<file path="src/rtl/led_ctrl_pkg.sv">
// Shared constants and types of the LED driver control logic
// Notes on behaviour
// - Control input passes a glitch filter of about 300 ns.
// - Shutdown follows only a filtered low held longer than 1 ms.
// - In shutdown the switch stays off with no pulses.
// - Eight consecutive over-voltage cycles switch off and shut down.
// - Fault stays latched until the control input toggles again.
// - Each enable ramps current limit from minimum to maximum over 2 ms.
// - Switching cycles run at a fixed 600 kHz, duty from the loop.
// - LED current target equals measured input duty times 25 mA.
// - Steady high input gives full nominal current per string.
package led_ctrl_pkg;
	// ------------------------------------------------------------------
	// Timing
	// ------------------------------------------------------------------
	localparam int CLOCK_HZ                  = 100_000_000;
	localparam int INPUT_GLITCH_FILTER_TIME_NS = 300;
	localparam int GLITCH_CYCLES =
		(INPUT_GLITCH_FILTER_TIME_NS * (CLOCK_HZ / 1_000_000) + 999) / 1000;
	localparam int SHUTDOWN_LOW_TIME_US       = 1000;
	localparam int SHUTDOWN_CYCLES = SHUTDOWN_LOW_TIME_US * (CLOCK_HZ / 1_000_000);
	localparam int SOFT_START_TIME_US         = 2000;
	localparam int SOFT_START_CYCLES = SOFT_START_TIME_US * (CLOCK_HZ / 1_000_000);
	localparam int SWITCH_FREQ_HZ             = 600_000;
	localparam int SWITCH_PERIOD_CYCLES       = CLOCK_HZ / SWITCH_FREQ_HZ;
	localparam int OVP_CYCLES                 = 8;
	// ------------------------------------------------------------------
	// Levels
	// ------------------------------------------------------------------
	localparam int LEVEL_W                    = 8;
	localparam logic [7:0] LEVEL_FULL         = 8'hFF;
	localparam logic [7:0] LIMIT_MIN          = 8'h00;
	localparam int LED_FULL_CURRENT_UA        = 25_000;
	localparam int DUTY_WINDOW_CYCLES         = 5000; // 20 kHz period
	typedef enum logic [1:0] {SHUTDOWN, SOFT_START, RUNNING} mode_t;
	typedef struct packed {
		logic [7:0] led_string_current; // Target, FF means 25 mA
		logic [7:0] current_limit;      // Switch limit code
		logic       fault;              // Open-LED fault latched
	} status_t;
endpackage

</file>
<file path="src/rtl/glitch_filter.sv">
// Input glitch filter for the control pin
`timescale 1ns/1ns
module glitch_filter
	import led_ctrl_pkg::*;
#(
	parameter int CYCLES = GLITCH_CYCLES
) (
	input  wire logic clock,
	input  wire logic reset_n,
	input  wire logic raw,
	output logic      filtered
);
	localparam int CW = $clog2(CYCLES + 1);
	logic [CW-1:0] count;

	// pulse width filter
	// Output follows only after the input differs for CYCLES edges
	always_ff @(posedge clock or negedge reset_n) begin
		if (!reset_n) begin
			count    <= '0;
			filtered <= 1'b0;
		end else if (raw == filtered) begin
			count <= '0;
		end else if (count == CW'(CYCLES - 1)) begin
			count    <= '0;
			filtered <= raw;
		end else begin
			count <= count + 1'b1;
		end
	end
endmodule // glitch_filter

</file>
<file path="src/rtl/led_ctrl.sv">
// Enable, dimming, soft start and open-LED protection of the LED driver
`timescale 1ns/1ns
module led_ctrl
	import led_ctrl_pkg::*;
#(
	parameter int SHUTDOWN_CNT   = SHUTDOWN_CYCLES,
	parameter int SOFT_START_CNT = SOFT_START_CYCLES,
	parameter int DUTY_WINDOW    = DUTY_WINDOW_CYCLES
) (
	input  wire logic    clock,
	input  wire logic    rst_n,
	input  wire logic    ctrl_in,
	input  wire logic    ovp_above,
	input  wire logic    loop_off,
	output logic         switch_on,
	output logic         cycle_start,
	output logic         shutdown,
	output status_t      status
);
	// ------------------------------------------------------------------
	// Reset release
	// ------------------------------------------------------------------
	logic [1:0] rst_sync;
	logic       reset_n;

	// Two stages so release is clean against the clock
	always_ff @(posedge clock or negedge rst_n) begin
		if (!rst_n)
			rst_sync <= 2'b00;
		else
			rst_sync <= {rst_sync[0], 1'b1};
	end
	assign reset_n = rst_sync[1];

	// ------------------------------------------------------------------
	// Input filtering
	// ------------------------------------------------------------------
	logic ctrl_f;
	logic ctrl_d;
	logic rise;

	glitch_filter #(
		.CYCLES   (GLITCH_CYCLES)
	) u_filter (
		.clock    (clock),
		.reset_n  (reset_n),
		.raw      (ctrl_in),
		.filtered (ctrl_f)
	);

	// Edge detect on the filtered level
	always_ff @(posedge clock or negedge reset_n) begin
		if (!reset_n)
			ctrl_d <= 1'b0;
		else
			ctrl_d <= ctrl_f;
	end
	assign rise = ctrl_f & ~ctrl_d;

	// ------------------------------------------------------------------
	// Low-time counter
	// ------------------------------------------------------------------
	localparam int LW = $clog2(SHUTDOWN_CNT + 2);
	logic [LW-1:0] low_count;
	logic          low_expired;

	// long low detect
	// Saturates one past the limit, so only more than 1 ms counts
	always_ff @(posedge clock or negedge reset_n) begin
		if (!reset_n)
			low_count <= '0;
		else if (ctrl_f)
			low_count <= '0;
		else if (!low_expired)
			low_count <= low_count + 1'b1;
	end
	assign low_expired = (low_count == LW'(SHUTDOWN_CNT + 1));

	// ------------------------------------------------------------------
	// Switching oscillator
	// ------------------------------------------------------------------
	localparam int PW = $clog2(SWITCH_PERIOD_CYCLES);
	logic [PW-1:0] phase;

	// fixed rate cycle
	// Period is rounded down to whole clocks, about 602 kHz
	always_ff @(posedge clock or negedge reset_n) begin
		if (!reset_n)
			phase <= '0;
		else if (phase == PW'(SWITCH_PERIOD_CYCLES - 1))
			phase <= '0;
		else
			phase <= phase + 1'b1;
	end
	assign cycle_start = (phase == '0);

	// ------------------------------------------------------------------
	// Mode control
	// ------------------------------------------------------------------
	mode_t      mode;
	logic       fault;
	logic [3:0] ovp_count;
	logic       ovp_trip;
	localparam int SW = $clog2(SOFT_START_CNT + 1);
	logic [SW-1:0] ss_count;

	// over-voltage run
	// One sample per switching cycle, any clean cycle restarts the run
	always_ff @(posedge clock or negedge reset_n) begin
		if (!reset_n)
			ovp_count <= '0;
		else if (mode == SHUTDOWN)
			ovp_count <= '0;
		else if (cycle_start)
			ovp_count <= ovp_above ? ovp_count + 1'b1 : 4'h0;
	end
	assign ovp_trip = (ovp_count == 4'(OVP_CYCLES)) && (mode != SHUTDOWN);

	// Fault set wins over the clear when both fall together
	always_ff @(posedge clock or negedge reset_n) begin
		if (!reset_n)
			fault <= 1'b0;
		else if (ovp_trip)
			fault <= 1'b1;
		else if (mode == SHUTDOWN && rise)
			fault <= 1'b0;
	end

	// Mode sequence: shutdown, ramp, steady running
	always_ff @(posedge clock or negedge reset_n) begin
		if (!reset_n) begin
			mode <= SHUTDOWN;
		end else begin
			unique case (mode)
				SHUTDOWN: begin
					if (rise)
						mode <= SOFT_START;
				end
				SOFT_START: begin
					if (ovp_trip || low_expired)
						mode <= SHUTDOWN;
					else if (ss_count == SW'(SOFT_START_CNT - 1))
						mode <= RUNNING;
				end
				RUNNING: begin
					if (ovp_trip || low_expired)
						mode <= SHUTDOWN;
				end
			endcase
		end
	end
	assign shutdown = (mode == SHUTDOWN);

	// ------------------------------------------------------------------
	// Soft start ramp
	// ------------------------------------------------------------------
	// ramp limit over 2 ms
	always_ff @(posedge clock or negedge reset_n) begin
		if (!reset_n)
			ss_count <= '0;
		else if (mode != SOFT_START)
			ss_count <= '0;
		else if (ss_count != SW'(SOFT_START_CNT - 1))
			ss_count <= ss_count + 1'b1;
	end

	// Limit code scales ramp position onto the full code range
	function automatic logic [7:0] scale(input logic [31:0] num,
		input logic [31:0] den);
		logic [39:0] prod;
		prod = 40'(num) * 40'(LEVEL_FULL);
		scale = 8'(prod / 40'(den));
	endfunction

	// ------------------------------------------------------------------
	// Duty measurement
	// ------------------------------------------------------------------
	localparam int DW = $clog2(DUTY_WINDOW + 1);
	logic [DW-1:0] win_count;
	logic [DW-1:0] high_count;
	logic [7:0]    duty;

	// duty times full current
	// Fixed window averages the pin; exactly one 20 kHz period long
	always_ff @(posedge clock or negedge reset_n) begin
		if (!reset_n) begin
			win_count  <= '0;
			high_count <= '0;
			duty       <= 8'h00;
		end else if (win_count == DW'(DUTY_WINDOW - 1)) begin
			win_count  <= '0;
			high_count <= '0;
			duty       <= scale(32'(high_count) + 32'(ctrl_f),
				32'(DUTY_WINDOW));
		end else begin
			win_count  <= win_count + 1'b1;
			high_count <= high_count + DW'(ctrl_f);
		end
	end

	// ------------------------------------------------------------------
	// Outputs
	// ------------------------------------------------------------------
	always_ff @(posedge clock or negedge reset_n) begin
		if (!reset_n) begin
			status <= '0;
		end else begin
			status.fault <= fault;
			status.led_string_current <= (mode == SHUTDOWN) ? 8'h00 : duty;
			unique case (mode)
				SHUTDOWN:   status.current_limit <= LIMIT_MIN;
				SOFT_START: status.current_limit <=
					scale(32'(ss_count), 32'(SOFT_START_CNT - 1));
				RUNNING:    status.current_limit <= LEVEL_FULL;
			endcase
		end
	end

	// switch off in shutdown
	// Switch is on from cycle start until the loop ends the pulse
	always_ff @(posedge clock or negedge reset_n) begin
		if (!reset_n)
			switch_on <= 1'b0;
		else if (mode == SHUTDOWN || ovp_trip)
			switch_on <= 1'b0;
		else if (cycle_start)
			switch_on <= 1'b1;
		else if (loop_off)
			switch_on <= 1'b0;
	end
endmodule // led_ctrl

</file>
<file path="config.mk">
export PLATFORM = sky130hd
export DESIGN_NAME = led_ctrl
export DESIGN_NICKNAME = d
export VERILOG_FILES = /design/src/rtl/led_ctrl_pkg.sv /design/src/rtl/glitch_filter.sv /design/src/rtl/led_ctrl.sv
export SDC_FILE = /design/constraint.sdc
export NUM_CORES = 1
export LEC_CHECK = 0
export BUFFER_PORTS_ARGS = -buffer_cell sky130_fd_sc_hd__buf_2
export CORE_MARGIN = 1
export CORE_UTILIZATION = 55
export CTS_CLUSTER_DIAMETER = 200
export DETAILED_ROUTE_END_ITERATION = 8
export HOLD_SLACK_MARGIN = 0.1
export PLACE_DENSITY = 0.73
export SYNTH_ARGS = -nofsm -noshare
export SYNTH_HDL_FRONTEND = slang
export SYNTH_SLANG_ARGS = --single-unit
</file>
<file path="constraint.sdc">
create_clock -name clock -period 4.4 [get_ports clock]
set_input_delay 0 -clock clock [delete_from_list [all_inputs] [get_ports clock]]
set_output_delay 0 -clock clock [all_outputs]
set_load 0.01 [all_outputs]
</file>
==> results.yml, run 1 <==
floorplan:
  die_height_microns: 195
  start_util_pct: 56.0
  rows: 70
  die_x_microns: 195
  io-pin-count: 25
placement:
  place_congestion: 1.01
  pre_cts_ws_ns: -9.07
  post-dp-hpwl_microns: 55600
  placed_cell_area_sq_um: 28700
  io_buffers: 24
yosys:
  ys_top_cells_by_area: "dfrtp_1, fa_1, ha_1"
  syn_avg_cell_area_sq_um: 8.03
  synth-edff-count: 0
  synth_flop_cell: "dfrtp_1"
  yosysTopAreaCell: "dfrtp_1"
  synth_warnings: 0
  syn_nets: 2820
  syn_inst: 2559
  ys_seq_area_share_pct: 13.5
  synth-async-reset-ratio_pct: 100
  netlist-cell-type-count: 134
  syn_area_sq_um: 20600
  synth_seq_cells: 111
  synth_top_area_share_pct: 13.5
run_status:
  lastStage: "global routing"
  status: "did not finish"
  tool.error: "[ERROR GRT-0232] Routing congestion too high. Check the congestion heatmap in the GUI."
sta:
  worst-ep-kind: "sequential cell input"
  grt_repair_worst_endpoint: "status[1]$_DFF_PN0_/D"
cts:
  htreeDepth: 3
  numCtsBuffers: 9
  numClockSinks: 111
  clock_tree.root_cell: "clkbuf_16"
  clockBufferDepth: 2
global_route:
  groute.usage.overall_pct: 76.5
  grt_max_degree: 77
  grt_overflow: 112
-- synthesized netlist by cell type (40+ instances only) --
| master | count |
|---|---|
| ha_1 | 131 |
| nand3_1 | 97 |
| clkbuf_1 | 40 |
| fa_1 | 125 |
| nor3_1 | 67 |
| xor2_1 | 74 |
| nor2_1 | 214 |
| a21oi_1 | 161 |
| xnor2_1 | 163 |
| dfrtp_1 | 111 |
| a21o_1 | 47 |
| inv_1 | 219 |
| a211oi_1 | 45 |
| o21ai_0 | 106 |
| and2_1 | 50 |
| nand2_1 | 180 |
-- cell families after synthesis --
group	count (synthesis)	synth area share (%)
AND/OR/NAND/NOR	870	21.7
AO/OA/AOI/OAI	733	25.8
buffers and inverters	294	5.63
adder cells (fa/ha/maj)	263	20.5
XOR/XNOR	242	10.5
flip-flops	111	13.5
multiplexers	45	2.36
other	1	0.0182
-- metal layers --
metal / GRT usage, % / GRT overflow
met1: 76.9 / 4
met4: 72.6 / 47
met3: 62.5 / 7
met5: 34.4 / 0
met2: 92.9 / 54
-- per-stage QoR --
| step | hold WS, ns | std cells |
|---|---|---|
| CTS | 0.373 | 4027 |
| detailed placement | -0.213 | 3904 |
| global placement | -0.215 | 3904 |
| floorplan | -0.296 | 2559 |
-- timing repair --
action | CTS
setup endpoints to repair | 16
hold buffers | 5
gates resized for setup | 247
hold endpoints to repair | 11
setup buffers | 103
pin swaps | 164
==> run 2, diff against run 1 <==
--- a/config.mk
+++ b/config.mk
@@ -7,11 +7,9 @@
 export LEC_CHECK = 0
 export BUFFER_PORTS_ARGS = -buffer_cell sky130_fd_sc_hd__buf_2
 export CORE_MARGIN = 1
-export CORE_UTILIZATION = 55
-export CTS_CLUSTER_DIAMETER = 200
+export CORE_UTILIZATION = 40
 export DETAILED_ROUTE_END_ITERATION = 8
-export HOLD_SLACK_MARGIN = 0.1
-export PLACE_DENSITY = 0.73
+export PLACE_DENSITY_LB_ADDON = 0.15
 export SYNTH_ARGS = -nofsm -noshare
 export SYNTH_HDL_FRONTEND = slang
 export SYNTH_SLANG_ARGS = --single-unit
==> results.yml, run 2 <==
run_status:
  status: "finished, violations left"
  violations: "setup timing"
sta:
  fin_crit_ns: 13.03
  period_share_pct: 296
  drv_slew: 0
  rsz0062_at_grt: "yes"
  whs_ns: 0.204
  fmax_ghz: 0.0767
  tightest_slew_ns: 0.853
  clock_skew_ns: 0.0189
  setup_viol: 16
  hold_viol: 0
  slew_headroom_pct: 42.6
  finalWorstSetupSlack_ns: -8.63
yosys:
  ys_seq_area_share_pct: 13.5
  synth-edff-count: 0
  synth-async-reset-ratio_pct: 100
  synth_flop_cell: "dfrtp_1"
  syn_nets: 2820
  synth_most_common_cell: "inv_1"
  synth_commonest_cells: "inv_1, nor2_1, nand2_1"
  synth_warnings: 0
  netlist-cell-type-count: 134
  syn_avg_cell_area_sq_um: 8.03
  ys_top_cells_by_area: "dfrtp_1, fa_1, ha_1"
  synth_top_area_share_pct: 13.5
  yosysTopAreaCell: "dfrtp_1"
  syn_inst: 2559
  syn_area_sq_um: 20600
  synth_seq_cells: 111
critical_path:
  critical_path.endpoint_type: "flip-flop"
  reg2reg_slack_ns: -8.63
  slowest_stage: "fa_1"
  max_stage_delay_ns: 0.60
  crit_type: "flip-flop to flip-flop"
  crit_top_cell: "buf_4"
  critPathRequiredTime_ns: 4.69
  crit_arrival_ns: 13.33
  worstSetupStartpointType: "flip-flop"
  crit_fanout: 8
layout:
  largest-register: "ss_count"
  register_area_sq_um: 2800
  final_nets: 3795
  largest_register_ffs: 18
  multi_input_area_sq_um: 18900
  layout-drive-gt1-share_pct: 42.2
  nFillCells: 4258
  final_cell_mix: "buf_4, inv_1, nor2_1"
  n_antenna_cell: 0
  layout_commonest_cell: "buf_4"
  top_regs: "ss_count (18), low_count (17), status (17)"
  syn_to_final_growth_pct: 53.9
route:
  via_count: 22900
  wirelength_microns: 66300
  viasPerCell: 5.43
  drcViolationCount: 0
  first_pass_iters: 5
  ant_nets: 0
  wl_per_cell_microns: 15.7
  drt_first_iter_violations: 1441
cts:
  path_clk_slew_ns: 0.09
  cts_tree: "yes"
  clockBufferDepth: 2
  numCtsBuffers: 9
  clock_tree.root_cell: "clkbuf_16"
  numClockSinks: 111
  htreeDepth: 3
  clkLatencyLatePin_ns: 0.38
global_route:
  grt_max_degree: 63
  grt_overflow: 0
  antenna_found_initial: 0
  groute.usage.overall_pct: 25.1
  grt_pass1_wl_microns: 112000
  grt_pass1_vias: 23400
floorplan:
  coreArea_sq_um: 50400
  die_x_microns: 229
  io-pin-count: 25
  rows: 82
  die_height_microns: 229
  start_util_pct: 40.8
  fp.dieArea_sq_um: 52300
placement:
  io_buffers: 24
  post-dp-hpwl_microns: 53500
  place_congestion: 0.951
hold_path:
  hp-class: "flip-flop to asynchronous set/reset pin"
run:
  drv_cap: 0
-- run 2: cell counts after synthesis --
Identical to the previous run, type by type.
-- run 2: worst paths after layout --
check / startpoint / to / cells past startpoint
worst max-delay path: ss_count[3] / status[1] / 58
worst min-delay path: rst_sync[1] / ovp_count[0] / 0
worst max register to register: ss_count[3] / status[1] / 58
worst min register to register: rst_sync[1] / ovp_count[0] / 0
max in group asynchronous: rst_sync[1] / ss_count[4] / 1
min in group clock: rst_sync[0] / rst_sync[1] / 0
-- run 2: critical path, delay by kind of cell (launching register included) --
kind,cells,cell delay [ns]
xor gates and xnor gates,2,0.43
muxes,3,0.73
and+or+nand+nor,14,2.94
AOI/OAI and AO/OA,19,3.65
buffers and inverters,13,1.80
adders and majority gates,7,2.96
DFF,1,0.46
-- run 2: what timing repair did --
action	CTS	global route
hold endpoints to repair	5	0
buffers inserted	66	34
endpoints found under the setup margin	16	16
hold buffers	5	0
pin swaps	128	62
cloned	1	0
gates resized for setup	219	116
-- run 2: logic make-up (layout without fill, tap and decap cells) --
logic type,Yosys count,count (layout),share of synthesized area (%)
simple gates,870,870,21.7
buf+inv,294,1273,5.63
other cells,1,1,0.0182
xor+xnor,242,242,10.5
compound gates,733,734,25.8
mux,45,45,2.36
flops,111,111,13.5
fa+ha+maj,263,263,20.5
-- run 2: final cells by class --
| cell class | instances | area share [%] |
|---|---|---|
| clock buffer | 9 | 0.712 |
| clock inverter | 7 | 0.305 |
| inverter | 220 | 2.61 |
| multi-input combinational | 2155 | 59.8 |
| sequential | 111 | 8.84 |
| tap | 672 | 2.66 |
| timing repair buffer | 1037 | 25.1 |
-- run 2: metal layers --
| layer | share of wire (%) | track usage, % | up-vias |
|---|---|---|---|
| met4 | 2.1 | 6.10 | 0 |
| met5 | 0 | 0 | - |
| met3 | 3.1 | 2.10 | 116 |
| met2 | 49 | 44.2 | 486 |
| li1 | - | - | 11200 |
| met1 | 46 | 33.0 | 11100 |
-- run 2: stage by stage --
step | std cells | cell area [sq um] | setup TNS (ns) | util (%) | worst slack [ns]
floorplan | 2559 | 21400 | -86.75 | - | -8.24
global placement | 4093 | 28900 | -93.54 | 57.3 | -8.56
detailed placement | 4093 | 28900 | -96.26 | 57.3 | -8.88
CTS | 4178 | 30900 | -89.66 | 61.3 | -8.38
global route | 4211 | 31600 | -96.89 | 62.8 | -9.08
finish | 4211 | 31600 | -91.25 | 62.8 | -8.63
Power of run 2 is not shown: default switching activity piles up to over one toggle a cycle in this logic, so the estimate is an artifact.
==> run 3, diff against run 2 <==
--- a/config.mk
+++ b/config.mk
@@ -9,6 +9,7 @@
 export CORE_MARGIN = 1
 export CORE_UTILIZATION = 40
 export DETAILED_ROUTE_END_ITERATION = 8
+export GPL_TIMING_DRIVEN = 0
 export PLACE_DENSITY_LB_ADDON = 0.15
 export SYNTH_ARGS = -nofsm -noshare
 export SYNTH_HDL_FRONTEND = slang
==> results.yml, run 3 (same netlist as run 2, synthesis figures left out) <==
cts:
  path_clk_slew_ns: 0.08
  numCtsBuffers: 9
  htreeDepth: 3
  numClockSinks: 111
  clockBufferDepth: 2
  clock_tree.root_cell: "clkbuf_16"
  cts_tree: "yes"
  clkLatencyLatePin_ns: 0.36
run:
  drv_cap: 0
sta:
  fmax_ghz: 0.0735
  finalWorstSetupSlack_ns: -9.21
  fin_crit_ns: 13.61
  drv_slew: 0
  slew_headroom_pct: 25.0
  rsz0062_at_grt: "yes"
  hold_viol: 0
  setup_viol: 16
  tightest_slew_ns: 1.12
  clock_skew_ns: 0.0131
  period_share_pct: 309
  tns_ns: -97.04
route:
  viasPerCell: 5.75
  via_count: 20600
  wl_per_cell_microns: 17.3
  ant_nets: 0
  wirelength_microns: 62300
  first_pass_iters: 7
  drt_first_iter_violations: 1211
  drcViolationCount: 0
critical_path:
  critPathTopFamily: "compound AO/OA/AOI/OAI gates"
  crit-reg2reg-launch: "ss_count[4]"
  worstSetupStartpointType: "flip-flop"
  slowest_stage: "fa_2"
  crit_type: "flip-flop to flip-flop"
  crit_arrival_ns: 13.90
  critPathRequiredTime_ns: 4.68
  max_stage_delay_ns: 0.60
  critical_path.endpoint_type: "flip-flop"
  critPathBufInv: 8
  crit_fanout: 7
  crit_start: "ss_count[4]"
layout:
  layout_commonest_cell: "buf_4"
  nFillCells: 4514
  final_nets: 3173
  layout-drive-gt1-share_pct: 33.2
  final_cell_mix: "buf_4, inv_1, nor2_1"
  n_antenna_cell: 0
  largest-register: "ss_count"
  syn_to_final_growth_pct: 36.5
  largest_register_ffs: 18
  register_area_sq_um: 2810
  multi_input_area_sq_um: 20000
  stdcell_count: 3589
  top_regs: "ss_count (18), low_count (17), status (17)"
placement:
  io_buffers: 24
  post-dp-hpwl_microns: 45300
  place_congestion: 0.923
  place_inst: 3256
global_route:
  grt_pass1_wl_microns: 102000
  grt_overflow: 0
  groute.usage.overall_pct: 22.9
  grt_max_degree: 66
  antenna_found_initial: 0
  grt_pass1_vias: 20700
floorplan:
  die_height_microns: 229
  io-pin-count: 25
  rows: 82
  coreArea_sq_um: 50400
  start_util_pct: 40.8
  fp.dieArea_sq_um: 52300
  die_x_microns: 229
run_status:
  violations: "setup timing"
  status: "finished, violations left"
hold_path:
  hp-class: "flip-flop to asynchronous set/reset pin"
[run 3: path summary, 6_finish.rpt]
| path | end | cells past startpoint | slack, ns |
|---|---|---|---|
| setup / recovery | status[1] | 54 | -9.21 |
| hold / removal | phase[7] | 0 | 0.36 |
| setup reg to reg | status[1] | 54 | -9.21 |
| hold reg to reg | phase[7] | 0 | 0.36 |
| max in group asynchronous | ss_count[8] | 1 | 3.28 |
| min in group clock | rst_sync[1] | 0 | 0.36 |
[run 3: worst reg2reg max path, delay by kind of cell (launching register included)]
kind / cells / cell delay [ns]
AOI/OAI and AO/OA: 23 / 5.58
xor gates and xnor gates: 2 / 0.30
adders and majority gates: 8 / 3.32
buffers and inverters: 8 / 0.95
DFF: 1 / 0.48
muxes: 2 / 0.65
and+or+nand+nor: 11 / 2.28
[run 3: timing repair]
action | CTS | global route
hold buffers | 5 | 0
endpoints found under the setup margin | 16 | 16
gates cloned | 1 | 0
buffers inserted | 223 | 109
pin swaps | 172 | 142
gates resized for setup | 337 | 229
endpoints found under the hold margin | 5 | 0
[run 3: metrics by stage]
step                      hold WS (ns)  setup WS (ns)  cell area, sq um  util, %
after detailed placement        -0.213         -10.87             22400     44.5
final                            0.356          -9.21             28100     55.7
after global routing             0.373          -9.69             28100     55.7
after CTS                        0.360          -9.00             26300     52.1
after global placement          -0.215         -10.70             22400     44.4
after floorplan                 -0.296          -8.24             21400        -
[run 3: final cells by class]
type                       instances  share of cell area, %
tap                              672                   3.00
buffer                            57                   1.49
clock buffer                      10                  0.816
inverter                         220                   2.97
clock inverter                     6                  0.326
timing repair buffer             359                   10.1
sequential                       111                   10.0
multi-input combinational       2154                   71.3
[run 3: per-layer routing]
layer	up-vias	wire, microns	global-route usage, %
met5	-	0	0
met4	0	1190	4.84
met3	90	1740	1.46
met2	436	31200	40.7
met1	10200	28100	30.3
li1	9921	-	-
Power of run 3 is left out for the same reason.
